`src/framer_pkg.sv`:
```
// constants and types shared by the host-side command framer
package framer_pkg;
  localparam logic [7:0]  START_BYTE     = 8'h02;
  localparam logic [7:0]  END_BYTE       = 8'h03;
  localparam logic [7:0]  ERR_FLAG       = 8'hFF;
  localparam logic [7:0]  SUM_TARGET     = 8'hFF;
  localparam logic [7:0]  FILL_CODE      = 8'h04;
  localparam logic [15:0] FILL_SIZE      = 16'h0008;
  localparam logic [15:0] TMO_MIN        = 16'h001E;
  localparam logic [15:0] TMO_MAX        = 16'hFFFE;
  localparam int          CLK_MHZ        = 125;
  localparam int          MS_NS          = 1000000;
  localparam int          CLK_NS         = 1000 / CLK_MHZ;
  localparam int          MS_CYCLES      = MS_NS / CLK_NS;
  localparam int          FILL_BYTES     = 12;
  localparam int          RX_MAX         = 64;
  localparam logic [7:0]  ERR_CHECKSUM   = 8'h01;
  localparam logic [7:0]  ERR_FRAME      = 8'h02;
  localparam logic [7:0]  ERR_TIMEOUT    = 8'h03;

  typedef enum logic [2:0] {
    RX_HDR0 = 3'b000,
    RX_HDR1 = 3'b001,
    RX_SZH  = 3'b011,
    RX_SZL  = 3'b010,
    RX_BODY = 3'b110,
    RX_CSUM = 3'b111,
    RX_END  = 3'b101
  } rx_state_t;

  function automatic logic [7:0] csum_of(input logic [7:0] sum);
    csum_of = SUM_TARGET - sum;
  endfunction
endpackage

```
`src/rx_if.sv`:
```
// reply-parser result carrier between the framer and its parser
`timescale 1ns/1ps
`default_nettype none
interface rx_if;
  logic       done;
  logic       ok;
  logic       is_err;
  logic [7:0] code;
  logic [7:0] err_code;
  logic [15:0] size;
  modport parser (output done, ok, is_err, code, err_code, size);
  modport user   (input  done, ok, is_err, code, err_code, size);
endinterface
`default_nettype wire

```
`src/fill_framer.sv`:
```
// host-side framer: sends a tag fill command and checks the reply
// Function
// - packets framed by 02h 02h and 03h
// - size word counts code and parameters only
// - two-byte fields go MSB first
// - body bytes are raw binary, unescaped
// - size word independent of checksum presence
// - checksum is FFh minus byte sum
// - size through checksum must sum FFh
// - no software flow control on link
// - fill code 04h, address, length, timeout, value
// - timeout in ms, 1Eh to FFFEh; out-of-range values are still sent, with o_range_warn set
// - accept packets without data field
`timescale 1ns/1ps
`default_nettype none
module fill_framer #(
  parameter int SLACK_MS = 1000,
  // clock cycles in one millisecond; a bench may shorten it to keep runs brief
  parameter int MS_TICKS = framer_pkg::MS_CYCLES
) (
  // clock and reset
  input  wire logic        i_clk,
  input  wire logic        i_srst,
  // command request from the user
  input  wire logic        i_start,
  input  wire logic [15:0] i_addr,
  input  wire logic [15:0] i_len,
  input  wire logic [15:0] i_tmo_ms,
  input  wire logic [7:0]  i_value,
  input  wire logic        i_csum_en,
  // byte link towards the reader (tx)
  output logic             o_tx_valid,
  output logic [7:0]       o_tx_data,
  input  wire logic        i_tx_ready,
  // byte link from the reader (rx, from a uart on this clock)
  input  wire logic        i_rx_valid,
  input  wire logic [7:0]  i_rx_data,
  // result
  output logic             o_busy,
  output logic             o_done,
  output logic             o_ok,
  output logic [7:0]       o_err_code,
  output logic             o_range_warn
);
  typedef enum logic [1:0] {
    F_IDLE = 2'b00,
    F_SEND = 2'b01,
    F_WAIT = 2'b11
  } fstate_t;

  // with the checksum on, the end byte sits one slot past the checksum slot
  localparam logic [4:0] LAST_IDX = 5'(framer_pkg::FILL_BYTES + 1);

  fstate_t     st_ff;
  logic [7:0]  body_ff [framer_pkg::FILL_BYTES];
  logic [4:0]  idx_ff;
  logic        csum_en_ff;
  logic [7:0]  sum_ff;
  logic [16:0] ms_left_ff;
  logic [16:0] tick_ff;
  logic        tx_fire;
  logic        ms_tick;
  logic [7:0]  nxt_byte;
  logic        parser_clr;

  // reply matches a fill success: echo of the code and a size word of one
  function automatic logic echo_good(input logic [7:0] code, input logic [15:0] size);
    echo_good = (code == framer_pkg::FILL_CODE) && (size == 16'h0001);
  endfunction

  // a reply cut short by the deadline must not leave the parser mid-frame
  assign parser_clr = i_srst || (st_ff != F_WAIT);

  rx_if rx ();

  reply_parser u_parser (
    .i_clk      (i_clk),
    .i_srst     (parser_clr),
    .i_csum_en  (csum_en_ff),
    .i_rx_valid (i_rx_valid && st_ff == F_WAIT),
    .i_rx_data  (i_rx_data),
    .res        (rx)
  );

  // pacing is i_tx_ready alone: no xon/xoff, control codes may ride in data
  assign tx_fire = o_tx_valid && i_tx_ready;
  assign ms_tick = (tick_ff == 17'(MS_TICKS - 1));

  // byte select for the outgoing command: 0..11 body, then csum, then end
  always_comb begin
    nxt_byte = framer_pkg::END_BYTE;
    if (idx_ff < 5'(framer_pkg::FILL_BYTES)) begin
      nxt_byte = body_ff[idx_ff[3:0]];
    end else if (idx_ff == 5'(framer_pkg::FILL_BYTES) && csum_en_ff) begin
      nxt_byte = framer_pkg::csum_of(sum_ff);
    end
  end

  // command capture and transmit sequencing
  always_ff @(posedge i_clk) begin
    if (i_srst) begin
      st_ff      <= F_IDLE;
      idx_ff     <= '0;
      csum_en_ff <= 1'b0;
      sum_ff     <= '0;
      o_tx_valid <= 1'b0;
      o_tx_data  <= '0;
      for (int i = 0; i < framer_pkg::FILL_BYTES; i++) body_ff[i] <= '0;
    end else begin
      case (st_ff)
        F_IDLE: begin
          if (i_start) begin
            // header, size, code, then MSB-first parameters; size fixed at 8
            body_ff[0]  <= framer_pkg::START_BYTE;
            body_ff[1]  <= framer_pkg::START_BYTE;
            body_ff[2]  <= framer_pkg::FILL_SIZE[15:8];
            body_ff[3]  <= framer_pkg::FILL_SIZE[7:0];
            body_ff[4]  <= framer_pkg::FILL_CODE;
            body_ff[5]  <= i_addr[15:8];
            body_ff[6]  <= i_addr[7:0];
            body_ff[7]  <= i_len[15:8];
            body_ff[8]  <= i_len[7:0];
            body_ff[9]  <= i_tmo_ms[15:8];
            body_ff[10] <= i_tmo_ms[7:0];
            body_ff[11] <= i_value;
            csum_en_ff  <= i_csum_en;
            sum_ff      <= '0;
            idx_ff      <= '0;
            o_tx_valid  <= 1'b1;
            o_tx_data   <= framer_pkg::START_BYTE;
            st_ff       <= F_SEND;
          end
        end
        F_SEND: begin
          if (tx_fire) begin
            // sum covers size word through fill value (indices 2..11)
            if (idx_ff >= 5'd2 && idx_ff < 5'(framer_pkg::FILL_BYTES)) begin
              sum_ff <= sum_ff + o_tx_data;
            end
            if (idx_ff == LAST_IDX || (idx_ff == 5'(framer_pkg::FILL_BYTES) && !csum_en_ff)) begin
              o_tx_valid <= 1'b0;
              st_ff      <= F_WAIT;
            end else begin
              idx_ff <= idx_ff + 5'd1;
            end
          end
          // present the following byte once the sum is updated
          if (!tx_fire && o_tx_valid) begin
            o_tx_data <= nxt_byte;
          end
        end
        F_WAIT: begin
          if (rx.done || ms_left_ff == '0) st_ff <= F_IDLE;
        end
        default: st_ff <= F_IDLE;
      endcase
    end
  end

  // millisecond divider and reply deadline: device timeout plus host slack
  always_ff @(posedge i_clk) begin
    if (i_srst || st_ff != F_WAIT) begin
      tick_ff <= '0;
    end else begin
      tick_ff <= ms_tick ? '0 : tick_ff + 17'd1;
    end
  end

  always_ff @(posedge i_clk) begin
    if (i_srst) begin
      ms_left_ff <= '0;
    end else if (st_ff == F_IDLE && i_start) begin
      ms_left_ff <= {1'b0, i_tmo_ms} + 17'(SLACK_MS);
    end else if (st_ff == F_WAIT && ms_tick && ms_left_ff != '0) begin
      ms_left_ff <= ms_left_ff - 17'd1;
    end
  end

  // result reporting
  always_ff @(posedge i_clk) begin
    if (i_srst) begin
      o_busy       <= 1'b0;
      o_done       <= 1'b0;
      o_ok         <= 1'b0;
      o_err_code   <= '0;
      o_range_warn <= 1'b0;
    end else begin
      o_done <= 1'b0;
      if (st_ff == F_IDLE && i_start) begin
        o_busy       <= 1'b1;
        // out-of-range is still sent; zero must draw the reader's syntax error
        o_range_warn <= (i_tmo_ms < framer_pkg::TMO_MIN) || (i_tmo_ms > framer_pkg::TMO_MAX);
      end
      if (st_ff == F_WAIT && rx.done) begin
        o_busy <= 1'b0;
        o_done <= 1'b1;
        if (!rx.ok) begin
          o_ok       <= 1'b0;
          o_err_code <= framer_pkg::ERR_CHECKSUM;
        end else if (rx.is_err) begin
          o_ok       <= 1'b0;
          o_err_code <= rx.err_code;
        end else begin
          o_ok       <= echo_good(rx.code, rx.size);
          o_err_code <= echo_good(rx.code, rx.size) ? 8'h00 : framer_pkg::ERR_FRAME;
        end
      end else if (st_ff == F_WAIT && ms_left_ff == '0) begin
        o_busy     <= 1'b0;
        o_done     <= 1'b1;
        o_ok       <= 1'b0;
        o_err_code <= framer_pkg::ERR_TIMEOUT;
      end
    end
  end
endmodule
`default_nettype wire

```
`src/reply_parser.sv`:
```
// parses reply packets arriving from the reader
`timescale 1ns/1ps
`default_nettype none
module reply_parser (
  // clock and reset
  input  wire logic       i_clk,
  input  wire logic       i_srst,
  // configuration
  input  wire logic       i_csum_en,
  // received byte stream
  input  wire logic       i_rx_valid,
  input  wire logic [7:0] i_rx_data,
  // result
  rx_if.parser            res
);
  framer_pkg::rx_state_t st_ff;
  logic [15:0] size_ff;
  logic [15:0] left_ff;
  logic [7:0]  sum_ff;
  logic        first_ff;
  logic        second_ff;

  always_ff @(posedge i_clk) begin
    if (i_srst) begin
      st_ff     <= framer_pkg::RX_HDR0;
      size_ff   <= '0;
      left_ff   <= '0;
      sum_ff    <= '0;
      first_ff  <= 1'b0;
      second_ff <= 1'b0;
      res.done     <= 1'b0;
      res.ok       <= 1'b0;
      res.is_err   <= 1'b0;
      res.code     <= '0;
      res.err_code <= '0;
      res.size     <= '0;
    end else begin
      res.done <= 1'b0;
      if (i_rx_valid) begin
        case (st_ff)
          framer_pkg::RX_HDR0: begin
            if (i_rx_data == framer_pkg::START_BYTE) st_ff <= framer_pkg::RX_HDR1;
          end
          framer_pkg::RX_HDR1: begin
            st_ff <= (i_rx_data == framer_pkg::START_BYTE) ? framer_pkg::RX_SZH
                                                            : framer_pkg::RX_HDR0;
          end
          framer_pkg::RX_SZH: begin
            size_ff[15:8] <= i_rx_data;
            sum_ff        <= i_rx_data;
            st_ff         <= framer_pkg::RX_SZL;
          end
          framer_pkg::RX_SZL: begin
            size_ff[7:0] <= i_rx_data;
            left_ff      <= {size_ff[15:8], i_rx_data};
            sum_ff       <= sum_ff + i_rx_data;
            first_ff     <= 1'b1;
            second_ff    <= 1'b0;
            // empty body is legal; csum or end follows at once
            if ({size_ff[15:8], i_rx_data} == 16'h0000) begin
              st_ff <= i_csum_en ? framer_pkg::RX_CSUM : framer_pkg::RX_END;
            end else begin
              st_ff <= framer_pkg::RX_BODY;
            end
          end
          framer_pkg::RX_BODY: begin
            // raw binary, no escaping: 02h/03h inside the body are data
            sum_ff  <= sum_ff + i_rx_data;
            left_ff <= left_ff - 16'h0001;
            if (first_ff) begin
              res.code   <= i_rx_data;
              res.is_err <= (i_rx_data == framer_pkg::ERR_FLAG);
              first_ff   <= 1'b0;
              second_ff  <= 1'b1;
            end else if (second_ff) begin
              res.err_code <= i_rx_data;
              second_ff    <= 1'b0;
            end
            if (left_ff == 16'h0001) begin
              st_ff <= i_csum_en ? framer_pkg::RX_CSUM : framer_pkg::RX_END;
            end
          end
          framer_pkg::RX_CSUM: begin
            sum_ff <= sum_ff + i_rx_data;
            st_ff  <= framer_pkg::RX_END;
          end
          framer_pkg::RX_END: begin
            res.done <= 1'b1;
            res.size <= size_ff;
            res.ok   <= (i_rx_data == framer_pkg::END_BYTE)
                        && (!i_csum_en || sum_ff == framer_pkg::SUM_TARGET);
            st_ff    <= framer_pkg::RX_HDR0;
          end
          default: st_ff <= framer_pkg::RX_HDR0;
        endcase
      end
    end
  end
endmodule
`default_nettype wire

```
`config.mk`:
```
export PLATFORM = sky130hd
export DESIGN_NAME = fill_framer
export DESIGN_NICKNAME = d
export VERILOG_FILES = /design/src/framer_pkg.sv /design/src/rx_if.sv /design/src/fill_framer.sv /design/src/reply_parser.sv
export SDC_FILE = /design/constraint.sdc
export NUM_CORES = 1
export LEC_CHECK = 0
export ABC_AREA = 1
export BUFFER_PORTS_ARGS = -buffer_cell sky130_fd_sc_hd__buf_2
export CORE_MARGIN = 5
export CORE_UTILIZATION = 58
export DETAILED_ROUTE_END_ITERATION = 7
export GPL_TIMING_DRIVEN = 0
export PLACE_DENSITY = 0.78
export SYNTH_ARGS = -nofsm -noshare
export SYNTH_HDL_FRONTEND = slang
export SYNTH_SLANG_ARGS = --single-unit
```
`constraint.sdc`:
```
create_clock -name i_clk -period 4.6 [get_ports i_clk]
set_input_delay 0 -clock i_clk [delete_from_list [all_inputs] [get_ports i_clk]]
set_output_delay 0 -clock i_clk [all_outputs]
set_load 0.05 [all_outputs]
```
==> flow_results.xml, run 1 <==
<?xml version="1.0" encoding="UTF-8"?>
<metrics>
  <group name="job">
    <metric name="max_cap_violations" unit="">0</metric>
  </group>
  <group name="global_route">
    <metric name="grt.total_usage" unit="">0.284</metric>
    <metric name="grt_pass1_wl" unit="um">52400</metric>
    <metric name="first_global_vias" unit="">10600</metric>
    <metric name="grt.overflow.total" unit="">0</metric>
    <metric name="antenna_violations_before_repair" unit="">0</metric>
    <metric name="grt_max_degree" unit="">31</metric>
  </group>
  <group name="clocking">
    <metric name="cts.reportedPaths.clkPinSlew" unit="ns">0.06</metric>
    <metric name="postCtsSetupBuffers" unit="">0</metric>
    <metric name="clk_buf_depth" unit="">3</metric>
    <metric name="cts_buffers" unit="">23</metric>
    <metric name="cts_htree_levels" unit="">1</metric>
    <metric name="clock_sink_count" unit="">212</metric>
    <metric name="cts_tree" unit="">built</metric>
    <metric name="latest_clock_arrival_within_the_worst_skew_pair" unit="ns">0.50</metric>
    <metric name="clock-root-buffer" unit="">sky130_fd_sc_hd__clkbuf_16</metric>
  </group>
  <group name="final_layout">
    <metric name="layout.cell_area.non_filler" unit="um^2">13500</metric>
    <metric name="num_antenna_cells" unit="">0</metric>
    <metric name="area.growth.synth_to_final" unit="%">20.1</metric>
    <metric name="finish.net_count" unit="">1858</metric>
    <metric name="final_layout_size_suffix_gt1_frac" unit="">0.117</metric>
    <metric name="finalCoreUtilization" unit="">0.714</metric>
  </group>
  <group name="pwr">
    <metric name="cell_internal_pwr" unit="uW">3740</metric>
    <metric name="total_power" unit="uW">5550</metric>
    <metric name="p_per_area" unit="nW/um^2">411</metric>
    <metric name="clockPowerShare" unit="">0.348</metric>
    <metric name="power.net_switching" unit="uW">1810</metric>
    <metric name="combinationalPowerShare" unit="">0.248</metric>
    <metric name="power_switching_share" unit="">0.326</metric>
    <metric name="p_leak" unit="uW">0.00605</metric>
    <metric name="vdd_drop_max" unit="V">0.000268</metric>
    <metric name="seq_power_share" unit="">0.405</metric>
  </group>
  <group name="routing">
    <metric name="detail_route.first_pass.iterations" unit="">6</metric>
    <metric name="route.final.wire_length" unit="um">31900</metric>
    <metric name="length_of_routed_met3_wiring" unit="um">2540</metric>
    <metric name="drtIter0Drc" unit="">875</metric>
    <metric name="routed-wl-met2" unit="um">14400</metric>
    <metric name="route.detailed.vias_per_inst" unit="">5.48</metric>
    <metric name="final_antenna_net_count" unit="">0</metric>
    <metric name="m1WireLength" unit="um">13700</metric>
    <metric name="post_drt_wl_per_cell" unit="um">15.6</metric>
    <metric name="post-route-drc-count" unit="">0</metric>
    <metric name="routed.top_layer" unit="">met4</metric>
    <metric name="vias" unit="">11200</metric>
  </group>
  <group name="floorplan">
    <metric name="fp.dieW" unit="um">149</metric>
    <metric name="design.portCount" unit="">91</metric>
    <metric name="fp.dieH" unit="um">149</metric>
    <metric name="floorplan.initialDensity" unit="">0.594</metric>
    <metric name="core_area" unit="um^2">18900</metric>
    <metric name="placement_rows" unit="">50</metric>
    <metric name="floorplan.die_area" unit="um^2">22200</metric>
  </group>
  <group name="worst_setup_path">
    <metric name="required_worst_endpoint" unit="ns">4.80</metric>
    <metric name="reg2reg_depth" unit="">6</metric>
    <metric name="worst_path_most_repeated_cell" unit="">sky130_fd_sc_hd__inv_2</metric>
    <metric name="cp-startpoint" unit="">st_ff[0]$_SDFFE_PP0P_</metric>
    <metric name="crit_end" unit="">body_ff[8][6]$_SDFFCE_PN0P_</metric>
    <metric name="critical_path.reg2reg.endpoint" unit="">body_ff[8][6]$_SDFFCE_PN0P_</metric>
    <metric name="worst_setup_path_start_kind" unit="">flip-flop</metric>
    <metric name="r2r_slack" unit="ns">2.56</metric>
    <metric name="critical_path.endpoint_type" unit="">flip-flop</metric>
    <metric name="critical_path_arrival" unit="ns">2.24</metric>
    <metric name="crit_path_top_delay_cell" unit="">sky130_fd_sc_hd__inv_2</metric>
    <metric name="crit-reg2reg-launch" unit="">st_ff[0]$_SDFFE_PP0P_</metric>
    <metric name="path_cells" unit="">nor2_1 -&gt; nand2_1 -&gt; inv_2 -&gt; nor2_2 -&gt; inv_2 -&gt; buf_12</metric>
    <metric name="criticalPathCategory" unit="">flip-flop to flip-flop</metric>
    <metric name="crit_path_max_fanout" unit="">30</metric>
    <metric name="critical_path.max_stage_delay" unit="ns">0.53</metric>
  </group>
  <group name="yosys">
    <metric name="synth_cell_type_count" unit="">49</metric>
    <metric name="avgSynthCellArea" unit="um^2">7.10</metric>
    <metric name="share_of_the_yosys_chip_area_belonging_to_registers" unit="">0.428</metric>
    <metric name="synthDominantAreaCellType" unit="">sky130_fd_sc_hd__dfxtp_1</metric>
    <metric name="synth_top_area_share" unit="">0.278</metric>
    <metric name="synth-warning-count" unit="">0</metric>
    <metric name="synth.cells.most_frequent" unit="">sky130_fd_sc_hd__nand2_1, sky130_fd_sc_hd__nor2_1, sky130_fd_sc_hd__inv_1</metric>
    <metric name="synth_top_cells_by_area" unit="">sky130_fd_sc_hd__dfxtp_1, sky130_fd_sc_hd__edfxtp_1, sky130_fd_sc_hd__nand2_1</metric>
    <metric name="netlist_area" unit="um^2">11200</metric>
    <metric name="post-synth-top-count-cell" unit="">sky130_fd_sc_hd__nand2_1</metric>
    <metric name="ys.flop_type" unit="">sky130_fd_sc_hd__dfxtp_1</metric>
    <metric name="syn-instance-count" unit="">1580</metric>
    <metric name="fraction_of_synthesis_flops_using_an_asynchronous_set_or_reset_pin" unit="">0</metric>
    <metric name="yosys_register_bits" unit="">212</metric>
    <metric name="synth-edff-count" unit="">56</metric>
    <metric name="syn-num-nets" unit="">1675</metric>
  </group>
  <group name="sta">
    <metric name="finalSetupViolCount" unit="">0</metric>
    <metric name="maximum_operating_frequency" unit="GHz">0.490</metric>
    <metric name="skew" unit="ns">0.00656</metric>
    <metric name="finalHoldViolCount" unit="">0</metric>
    <metric name="fin_setup_tns" unit="ns">0</metric>
    <metric name="maxSlewViolCount" unit="">0</metric>
    <metric name="slew_headroom" unit="">0.537</metric>
    <metric name="min_period_over_period" unit="">0.444</metric>
    <metric name="tightest_pin_transition" unit="ns">0.694</metric>
    <metric name="grt_setup_unrepaired" unit="">false</metric>
    <metric name="post-route-min-period" unit="ns">2.04</metric>
  </group>
  <group name="placed_design">
    <metric name="placement.cell_area" unit="um^2">12000</metric>
    <metric name="hpwl" unit="um">22100</metric>
    <metric name="io_buffers" unit="">90</metric>
    <metric name="gp_congestion" unit="">0.934</metric>
  </group>
  <group name="outcome">
    <metric name="status" unit="">completed</metric>
  </group>
  <group name="min_path">
    <metric name="type_of_the_most_critical_hold_path" unit="">primary input to flip-flop</metric>
    <metric name="min_from" unit="">i_rx_valid</metric>
  </group>
</metrics>
sequential cells by signal, indices dropped and copies added, names as in the netlist, 2 cells and up, named ones only:
signal and count:
u_parser.res.code 8, u_parser.sum_ff 8, tick_ff 17, sum_ff 8, u_parser.size_ff 16, body_ff 57
idx_ff 5, u_parser.res.err_code 8, o_tx_data 8, o_err_code 8, st_ff 2, u_parser.st_ff 3
ms_left_ff 17, u_parser.res.size 16, u_parser.left_ff 16
worst max-delay path: cells and delay by family, from the launching register on:
kind	cells	cell delay [ns]
buf+inv	3	0.91
flops	1	0.39
simple gates	3	0.42
cells by family after synthesis:
logic type	Yosys count	share of synthesized area
AO/OA/AOI/OAI	289	0.134
XOR/XNOR	12	0.00936
adder cells (fa/ha/maj)	25	0.0292
buffers and inverters	264	0.0979
flip-flops	212	0.428
AND/OR/NAND/NOR	778	0.301
layout by cell type (no fill, tap or decap), types with 8 or more instances in the layout:
master                          synthesis  final
sky130_fd_sc_hd__o21ai_1               10     10
sky130_fd_sc_hd__clkbuf_16              0     23
sky130_fd_sc_hd__nor2_1               231    231
sky130_fd_sc_hd__nand3_1              114    114
sky130_fd_sc_hd__nand4_1               25     25
sky130_fd_sc_hd__nor3_1                17     17
sky130_fd_sc_hd__buf_6                  8      8
sky130_fd_sc_hd__o21ai_0              123    123
sky130_fd_sc_hd__inv_1                198    197
sky130_fd_sc_hd__nand2_1              349    349
sky130_fd_sc_hd__buf_2                 21    111
sky130_fd_sc_hd__inv_2                 11     12
sky130_fd_sc_hd__edfxtp_1              56     56
sky130_fd_sc_hd__ha_1                  23     23
sky130_fd_sc_hd__dfxtp_1              156    156
sky130_fd_sc_hd__a21oi_1              132    132
sky130_fd_sc_hd__clkbuf_1              16     20
sky130_fd_sc_hd__dlygate4sd3_1          0     67
power by group through the flow:
stage | logic (uW) | registers, uW | clock network [uW]
floorplan | 944 | 2270 | 0
global placement | 1270 | 2280 | 0
detailed placement | 1290 | 2280 | 0
CTS | 1350 | 2240 | 1940
global route | 1550 | 2260 | 2040
finish | 1370 | 2250 | 1930
worst min path at each step:
stage / endpoint / slack, ns / depth (start not counted)
finish: u_parser.size_ff[10]$_SDFFE_PP0P_ / 0.03 / 5
global route: u_parser.sum_ff[0]$_SDFFE_PP0P_ / 0.05 / 5
CTS: u_parser.size_ff[10]$_SDFFE_PP0P_ / 0.02 / 5
detailed placement: csum_en_ff$_SDFFE_PP0P_ / 0.28 / 3
global placement: csum_en_ff$_SDFFE_PP0P_ / 0.28 / 3
floorplan: csum_en_ff$_SDFFE_PP0P_ / 0.12 / 2
metal layers:
metal | vias to the layer above | track usage
li1 | 5499 | -
met4 | 0 | 0.106
met2 | 498 | 0.459
met3 | 91 | 0.0453
met5 | - | 0
met1 | 5099 | 0.387
final cells by class:
type                    count  area [um^2]
inverters                 213          811
well taps                 260          325
plain buffers              51          288
multi-input cells        1104         5320
fillers                  1568         5410
flip-flops and latches    212         4800
repair buffers            158         1140
clock inverters            10          134
clock buffers              32          659
per-stage QoR:
stage | hold slack [ns] | std cells | worst slack [ns]
final | 0.0303 | 2040 | 2.56
after global routing | 0.0544 | 2040 | 2.38
after CTS | 0.0158 | 2040 | 2.55
after detailed placement | 0.284 | 1931 | 2.56
after global placement | 0.284 | 1930 | 1.65
after floorplan | 0.119 | 1580 | 2.28
timing repair:
item / CTS / global route
gates resized for setup: 0 / 0
hold endpoints to repair: 107 / 0
hold buffers: 67 / 0
Power figures use the tool's default switching activity.
==> run 2, diff against run 1 <==
--- a/config.mk
+++ b/config.mk
@@ -5,7 +5,7 @@
 export SDC_FILE = /design/constraint.sdc
 export NUM_CORES = 1
 export LEC_CHECK = 0
-export ABC_AREA = 1
+export ABC_AREA = 0
 export BUFFER_PORTS_ARGS = -buffer_cell sky130_fd_sc_hd__buf_2
 export CORE_MARGIN = 5
 export CORE_UTILIZATION = 58
==> constraint.sdc (replaced) <==
create_clock -name i_clk -period 2 [get_ports i_clk]
set_input_delay 0 -clock i_clk [delete_from_list [all_inputs] [get_ports i_clk]]
set_output_delay 0 -clock i_clk [all_outputs]
set_load 0.05 [all_outputs]
==> flow_results.xml, run 2 <==
<?xml version="1.0" encoding="UTF-8"?>
<metrics>
  <group name="outcome">
    <metric name="status" unit="">finished, violations left</metric>
    <metric name="failed_checks" unit="">negative setup slack</metric>
  </group>
  <group name="final_layout">
    <metric name="final_common_cell" unit="">sky130_fd_sc_hd__dfxtp_1</metric>
    <metric name="largest_register" unit="">body_ff</metric>
    <metric name="final_layout_size_suffix_gt1_frac" unit="">0.209</metric>
    <metric name="largest_register_ffs" unit="">57</metric>
    <metric name="largestRegisters" unit="">body_ff: 57 flops, ms_left_ff: 17 flops, tick_ff: 17 flops</metric>
    <metric name="layout.cell_area.non_filler" unit="um^2">13500</metric>
    <metric name="finish.net_count" unit="">1455</metric>
    <metric name="finish.cell_count_without_fillers" unit="">1608</metric>
    <metric name="area.growth.synth_to_final" unit="%">26.2</metric>
    <metric name="most-common-layout-cells" unit="">sky130_fd_sc_hd__dfxtp_1, sky130_fd_sc_hd__nor2_1, sky130_fd_sc_hd__nand2_1</metric>
    <metric name="finalCoreUtilization" unit="">0.746</metric>
  </group>
  <group name="min_path">
    <metric name="worst_hold_path.num_cells" unit="">4</metric>
    <metric name="hold-path-endpoint" unit="">u_parser.size_ff[2]$_SDFFE_PP0P_</metric>
    <metric name="type_of_the_most_critical_hold_path" unit="">primary input to flip-flop</metric>
    <metric name="min_from" unit="">i_rx_data[2]</metric>
  </group>
  <group name="clocking">
    <metric name="clk_buf_depth" unit="">3</metric>
    <metric name="cts_htree_levels" unit="">1</metric>
    <metric name="cts_tree" unit="">built</metric>
    <metric name="clock-root-buffer" unit="">sky130_fd_sc_hd__clkbuf_16</metric>
    <metric name="cts_buffers" unit="">24</metric>
    <metric name="latest_clock_arrival_within_the_worst_skew_pair" unit="ns">0.53</metric>
    <metric name="cts.reportedPaths.clkPinSlew" unit="ns">0.06</metric>
    <metric name="clock_sink_count" unit="">212</metric>
  </group>
  <group name="routing">
    <metric name="detail_route.first_pass.iterations" unit="">6</metric>
    <metric name="final_antenna_net_count" unit="">0</metric>
    <metric name="drtIter0Drc" unit="">1017</metric>
    <metric name="route.final.wire_length" unit="um">32800</metric>
    <metric name="post-route-drc-count" unit="">0</metric>
    <metric name="route.detailed.vias_per_inst" unit="">6.32</metric>
    <metric name="vias" unit="">10200</metric>
    <metric name="post_drt_wl_per_cell" unit="um">20.4</metric>
  </group>
  <group name="yosys">
    <metric name="yosys_register_bits" unit="">212</metric>
    <metric name="synth-xor-area-share" unit="">0.0270</metric>
    <metric name="synth_cell_type_count" unit="">85</metric>
    <metric name="synth.cells.most_frequent" unit="">sky130_fd_sc_hd__dfxtp_1, sky130_fd_sc_hd__nor2_1, sky130_fd_sc_hd__nand2_1</metric>
    <metric name="ys.flop_type" unit="">sky130_fd_sc_hd__dfxtp_1</metric>
    <metric name="syn-num-nets" unit="">1256</metric>
    <metric name="synthAdderAreaFrac" unit="">0.0307</metric>
    <metric name="share_of_the_yosys_chip_area_belonging_to_registers" unit="">0.449</metric>
    <metric name="synth_top_cells_by_area" unit="">sky130_fd_sc_hd__dfxtp_1, sky130_fd_sc_hd__edfxtp_1, sky130_fd_sc_hd__nor2_1</metric>
    <metric name="avgSynthCellArea" unit="um^2">9.21</metric>
    <metric name="synth_simple_gate_area_share" unit="">0.239</metric>
    <metric name="netlist_area" unit="um^2">10700</metric>
    <metric name="synth_top_area_share" unit="">0.292</metric>
    <metric name="synth-warning-count" unit="">0</metric>
    <metric name="synth.area.mux_share" unit="">0.0588</metric>
    <metric name="synth_top_family_by_area" unit="">simple AND/OR/NAND/NOR gates</metric>
    <metric name="synth_compound_gate_area_share" unit="">0.155</metric>
    <metric name="synthDominantAreaCellType" unit="">sky130_fd_sc_hd__dfxtp_1</metric>
    <metric name="post-synth-top-count-cell" unit="">sky130_fd_sc_hd__dfxtp_1</metric>
    <metric name="syn-instance-count" unit="">1161</metric>
    <metric name="synth-edff-count" unit="">56</metric>
    <metric name="fraction_of_synthesis_flops_using_an_asynchronous_set_or_reset_pin" unit="">0</metric>
  </group>
  <group name="sta">
    <metric name="post-route-min-period" unit="ns">2.20</metric>
    <metric name="slew_headroom" unit="">0.523</metric>
    <metric name="setup_slack" unit="ns">-0.201</metric>
    <metric name="finalHoldViolCount" unit="">0</metric>
    <metric name="min_period_over_period" unit="">1.10</metric>
    <metric name="skew" unit="ns">0.0254</metric>
    <metric name="tightest_pin_transition" unit="ns">0.716</metric>
    <metric name="maxSlewViolCount" unit="">0</metric>
    <metric name="hold_ws" unit="ns">0.0283</metric>
    <metric name="maximum_operating_frequency" unit="GHz">0.454</metric>
    <metric name="finalSetupViolCount" unit="">15</metric>
    <metric name="grt_setup_unrepaired" unit="">true</metric>
  </group>
  <group name="floorplan">
    <metric name="floorplan.initialDensity" unit="">0.591</metric>
    <metric name="fp.dieW" unit="um">146</metric>
    <metric name="core_area" unit="um^2">18100</metric>
    <metric name="floorplan.die_area" unit="um^2">21300</metric>
    <metric name="design.portCount" unit="">91</metric>
    <metric name="fp.dieH" unit="um">146</metric>
    <metric name="placement_rows" unit="">49</metric>
  </group>
  <group name="placed_design">
    <metric name="placement.cell_area" unit="um^2">11400</metric>
    <metric name="gp_congestion" unit="">0.898</metric>
    <metric name="hpwl" unit="um">20200</metric>
    <metric name="io_buffers" unit="">90</metric>
    <metric name="placed_cells" unit="">1480</metric>
  </group>
  <group name="global_route">
    <metric name="grt.overflow.total" unit="">0</metric>
    <metric name="first_global_vias" unit="">9881</metric>
    <metric name="antenna_violations_before_repair" unit="">1</metric>
    <metric name="grt_max_degree" unit="">33</metric>
    <metric name="grt.total_usage" unit="">0.295</metric>
    <metric name="grt_pass1_wl" unit="um">52000</metric>
  </group>
  <group name="worst_setup_path">
    <metric name="critical_path.endpoint_type" unit="">flip-flop</metric>
    <metric name="crit-reg2reg-launch" unit="">tick_ff[12]$_SDFF_PP0_</metric>
    <metric name="r2r_slack" unit="ns">-0.20</metric>
    <metric name="cp_top_family" unit="">simple AND/OR/NAND/NOR gates</metric>
    <metric name="worst_setup_path_start_kind" unit="">flip-flop</metric>
    <metric name="critical_path.reg2reg.endpoint" unit="">ms_left_ff[7]$_SDFFE_PP0P_</metric>
    <metric name="crit_path_top_delay_cell" unit="">sky130_fd_sc_hd__or4_4</metric>
    <metric name="criticalPathCategory" unit="">flip-flop to flip-flop</metric>
    <metric name="required_worst_endpoint" unit="ns">2.41</metric>
    <metric name="worst_path_most_repeated_cell" unit="">sky130_fd_sc_hd__o31a_1</metric>
    <metric name="critical_path_arrival" unit="ns">2.61</metric>
    <metric name="critical_path.max_stage_delay" unit="ns">0.57</metric>
    <metric name="worst-path-buf-inv" unit="">1</metric>
    <metric name="crit_path_max_fanout" unit="">7</metric>
    <metric name="path_cells" unit="">or4_4 -&gt; nor4_4 -&gt; o2111ai_4 -&gt; buf_6 -&gt; o31a_1 -&gt; o31a_1</metric>
    <metric name="reg2reg_depth" unit="">6</metric>
  </group>
  <group name="job">
    <metric name="max_cap_violations" unit="">0</metric>
  </group>
  <group name="pwr">
    <metric name="p_per_area" unit="nW/um^2">743</metric>
    <metric name="vdd_drop_max" unit="V">0.000589</metric>
    <metric name="p_leak" unit="uW">0.00494</metric>
  </group>
</metrics>
[run 2: cell types whose count changed in the layout (fill, tap and decap cells not counted), moves of 16 or more]
| cell | delta |
|---|---|
| sky130_fd_sc_hd__a22o_1 | +17 |
| sky130_fd_sc_hd__mux2i_1 | +37 |
| sky130_fd_sc_hd__nand2_1 | -247 |
| sky130_fd_sc_hd__and2_1 | +46 |
| sky130_fd_sc_hd__clkbuf_1 | +16 |
| sky130_fd_sc_hd__buf_4 | +24 |
| sky130_fd_sc_hd__clkbuf_2 | +18 |
| sky130_fd_sc_hd__o21ai_0 | -79 |
| sky130_fd_sc_hd__a21oi_1 | -68 |
| sky130_fd_sc_hd__buf_2 | -18 |
| sky130_fd_sc_hd__inv_1 | -170 |
| sky130_fd_sc_hd__nor2b_1 | +24 |
| sky130_fd_sc_hd__nand3_1 | -78 |
| sky130_fd_sc_hd__nor2_1 | -119 |
[run 2: repair_timing]
item	4_1_cts	5_1_grt
endpoints found under the hold margin	77	0
cloned	1	0
resized for setup	65	77
hold buffers	61	0
setup buffers	19	9
endpoints found under the setup margin	212	161
pin swaps	28	23
[run 2: layout make-up]
type / count / area (um^2)
antenna: 1 / 2.50
timing repair buffer: 177 / 1270
sequential: 212 / 4820
clock buffer: 31 / 637
timing repair inverter: 1 / 8.76
buffer: 68 / 370
clock inverter: 13 / 146
tap: 229 / 287
inverter: 28 / 118
fill: 1201 / 4590
multi-input combinational: 848 / 5840
[run 2: metrics by stage]
step / setup WS [ns] / power [uW] / TNS [ns]
after floorplan: -0.0559 / 5130 / -0.0891
after global placement: -0.409 / 5380 / -26.80
after detailed placement: -0.459 / 5400 / -31.14
after CTS: -0.230 / 9910 / -1.66
after global routing: -0.284 / 10300 / -3.05
final: -0.201 / 10000 / -1.68
[run 2: cell families after synthesis]
kind of cell,Yosys count
buf+inv,101
xor+xnor,33
fa+ha+maj,25
flops,212
mux,51
simple gates,489
compound gates,250
[run 2: worst reg2reg max path, stage by stage (launching register included)]
cell	delay (ns)
sky130_fd_sc_hd__dfxtp_4	0.34
sky130_fd_sc_hd__or4_4	0.57
sky130_fd_sc_hd__nor4_4	0.25
sky130_fd_sc_hd__o2111ai_4	0.22
sky130_fd_sc_hd__buf_6	0.20
sky130_fd_sc_hd__o31a_1	0.27
sky130_fd_sc_hd__o31a_1	0.24
[run 2: worst max path at each step]
stage                               startpoint  slack [ns]                               end  depth (start not counted)
CTS                     tick_ff[12]$_SDFF_PP0_       -0.23        ms_left_ff[7]$_SDFFE_PP0P_                          6
finish                  tick_ff[12]$_SDFF_PP0_       -0.20        ms_left_ff[7]$_SDFFE_PP0P_                          6
global route            tick_ff[12]$_SDFF_PP0_       -0.28        ms_left_ff[7]$_SDFFE_PP0P_                          6
floorplan               tick_ff[12]$_SDFF_PP0_       -0.06        ms_left_ff[6]$_SDFFE_PP0P_                          6
global placement         st_ff[0]$_SDFFE_PP0P_       -0.41  u_parser.left_ff[4]$_SDFFE_PP0P_                          6
detailed placement  ms_left_ff[4]$_SDFFE_PP0P_       -0.46        o_err_code[6]$_SDFFE_PP0P_                          6
[run 2: report_power, final]
part | internal, uW | switching, uW | leakage, uW
Combinational | 410 | 536 | 0.00269
Clock | 2630 | 1810 | 0.000377
Sequential | 4540 | 90.7 | 0.00187
[run 2: metal layers]
metal / up-vias / GRT usage / part of all wire
met5: - / 0 / 0
met4: 0 / 0.110 / 0.039
met3: 113 / 0.0551 / 0.085
met2: 565 / 0.486 / 0.48
met1: 4840 / 0.388 / 0.40
li1: 4649 / - / -
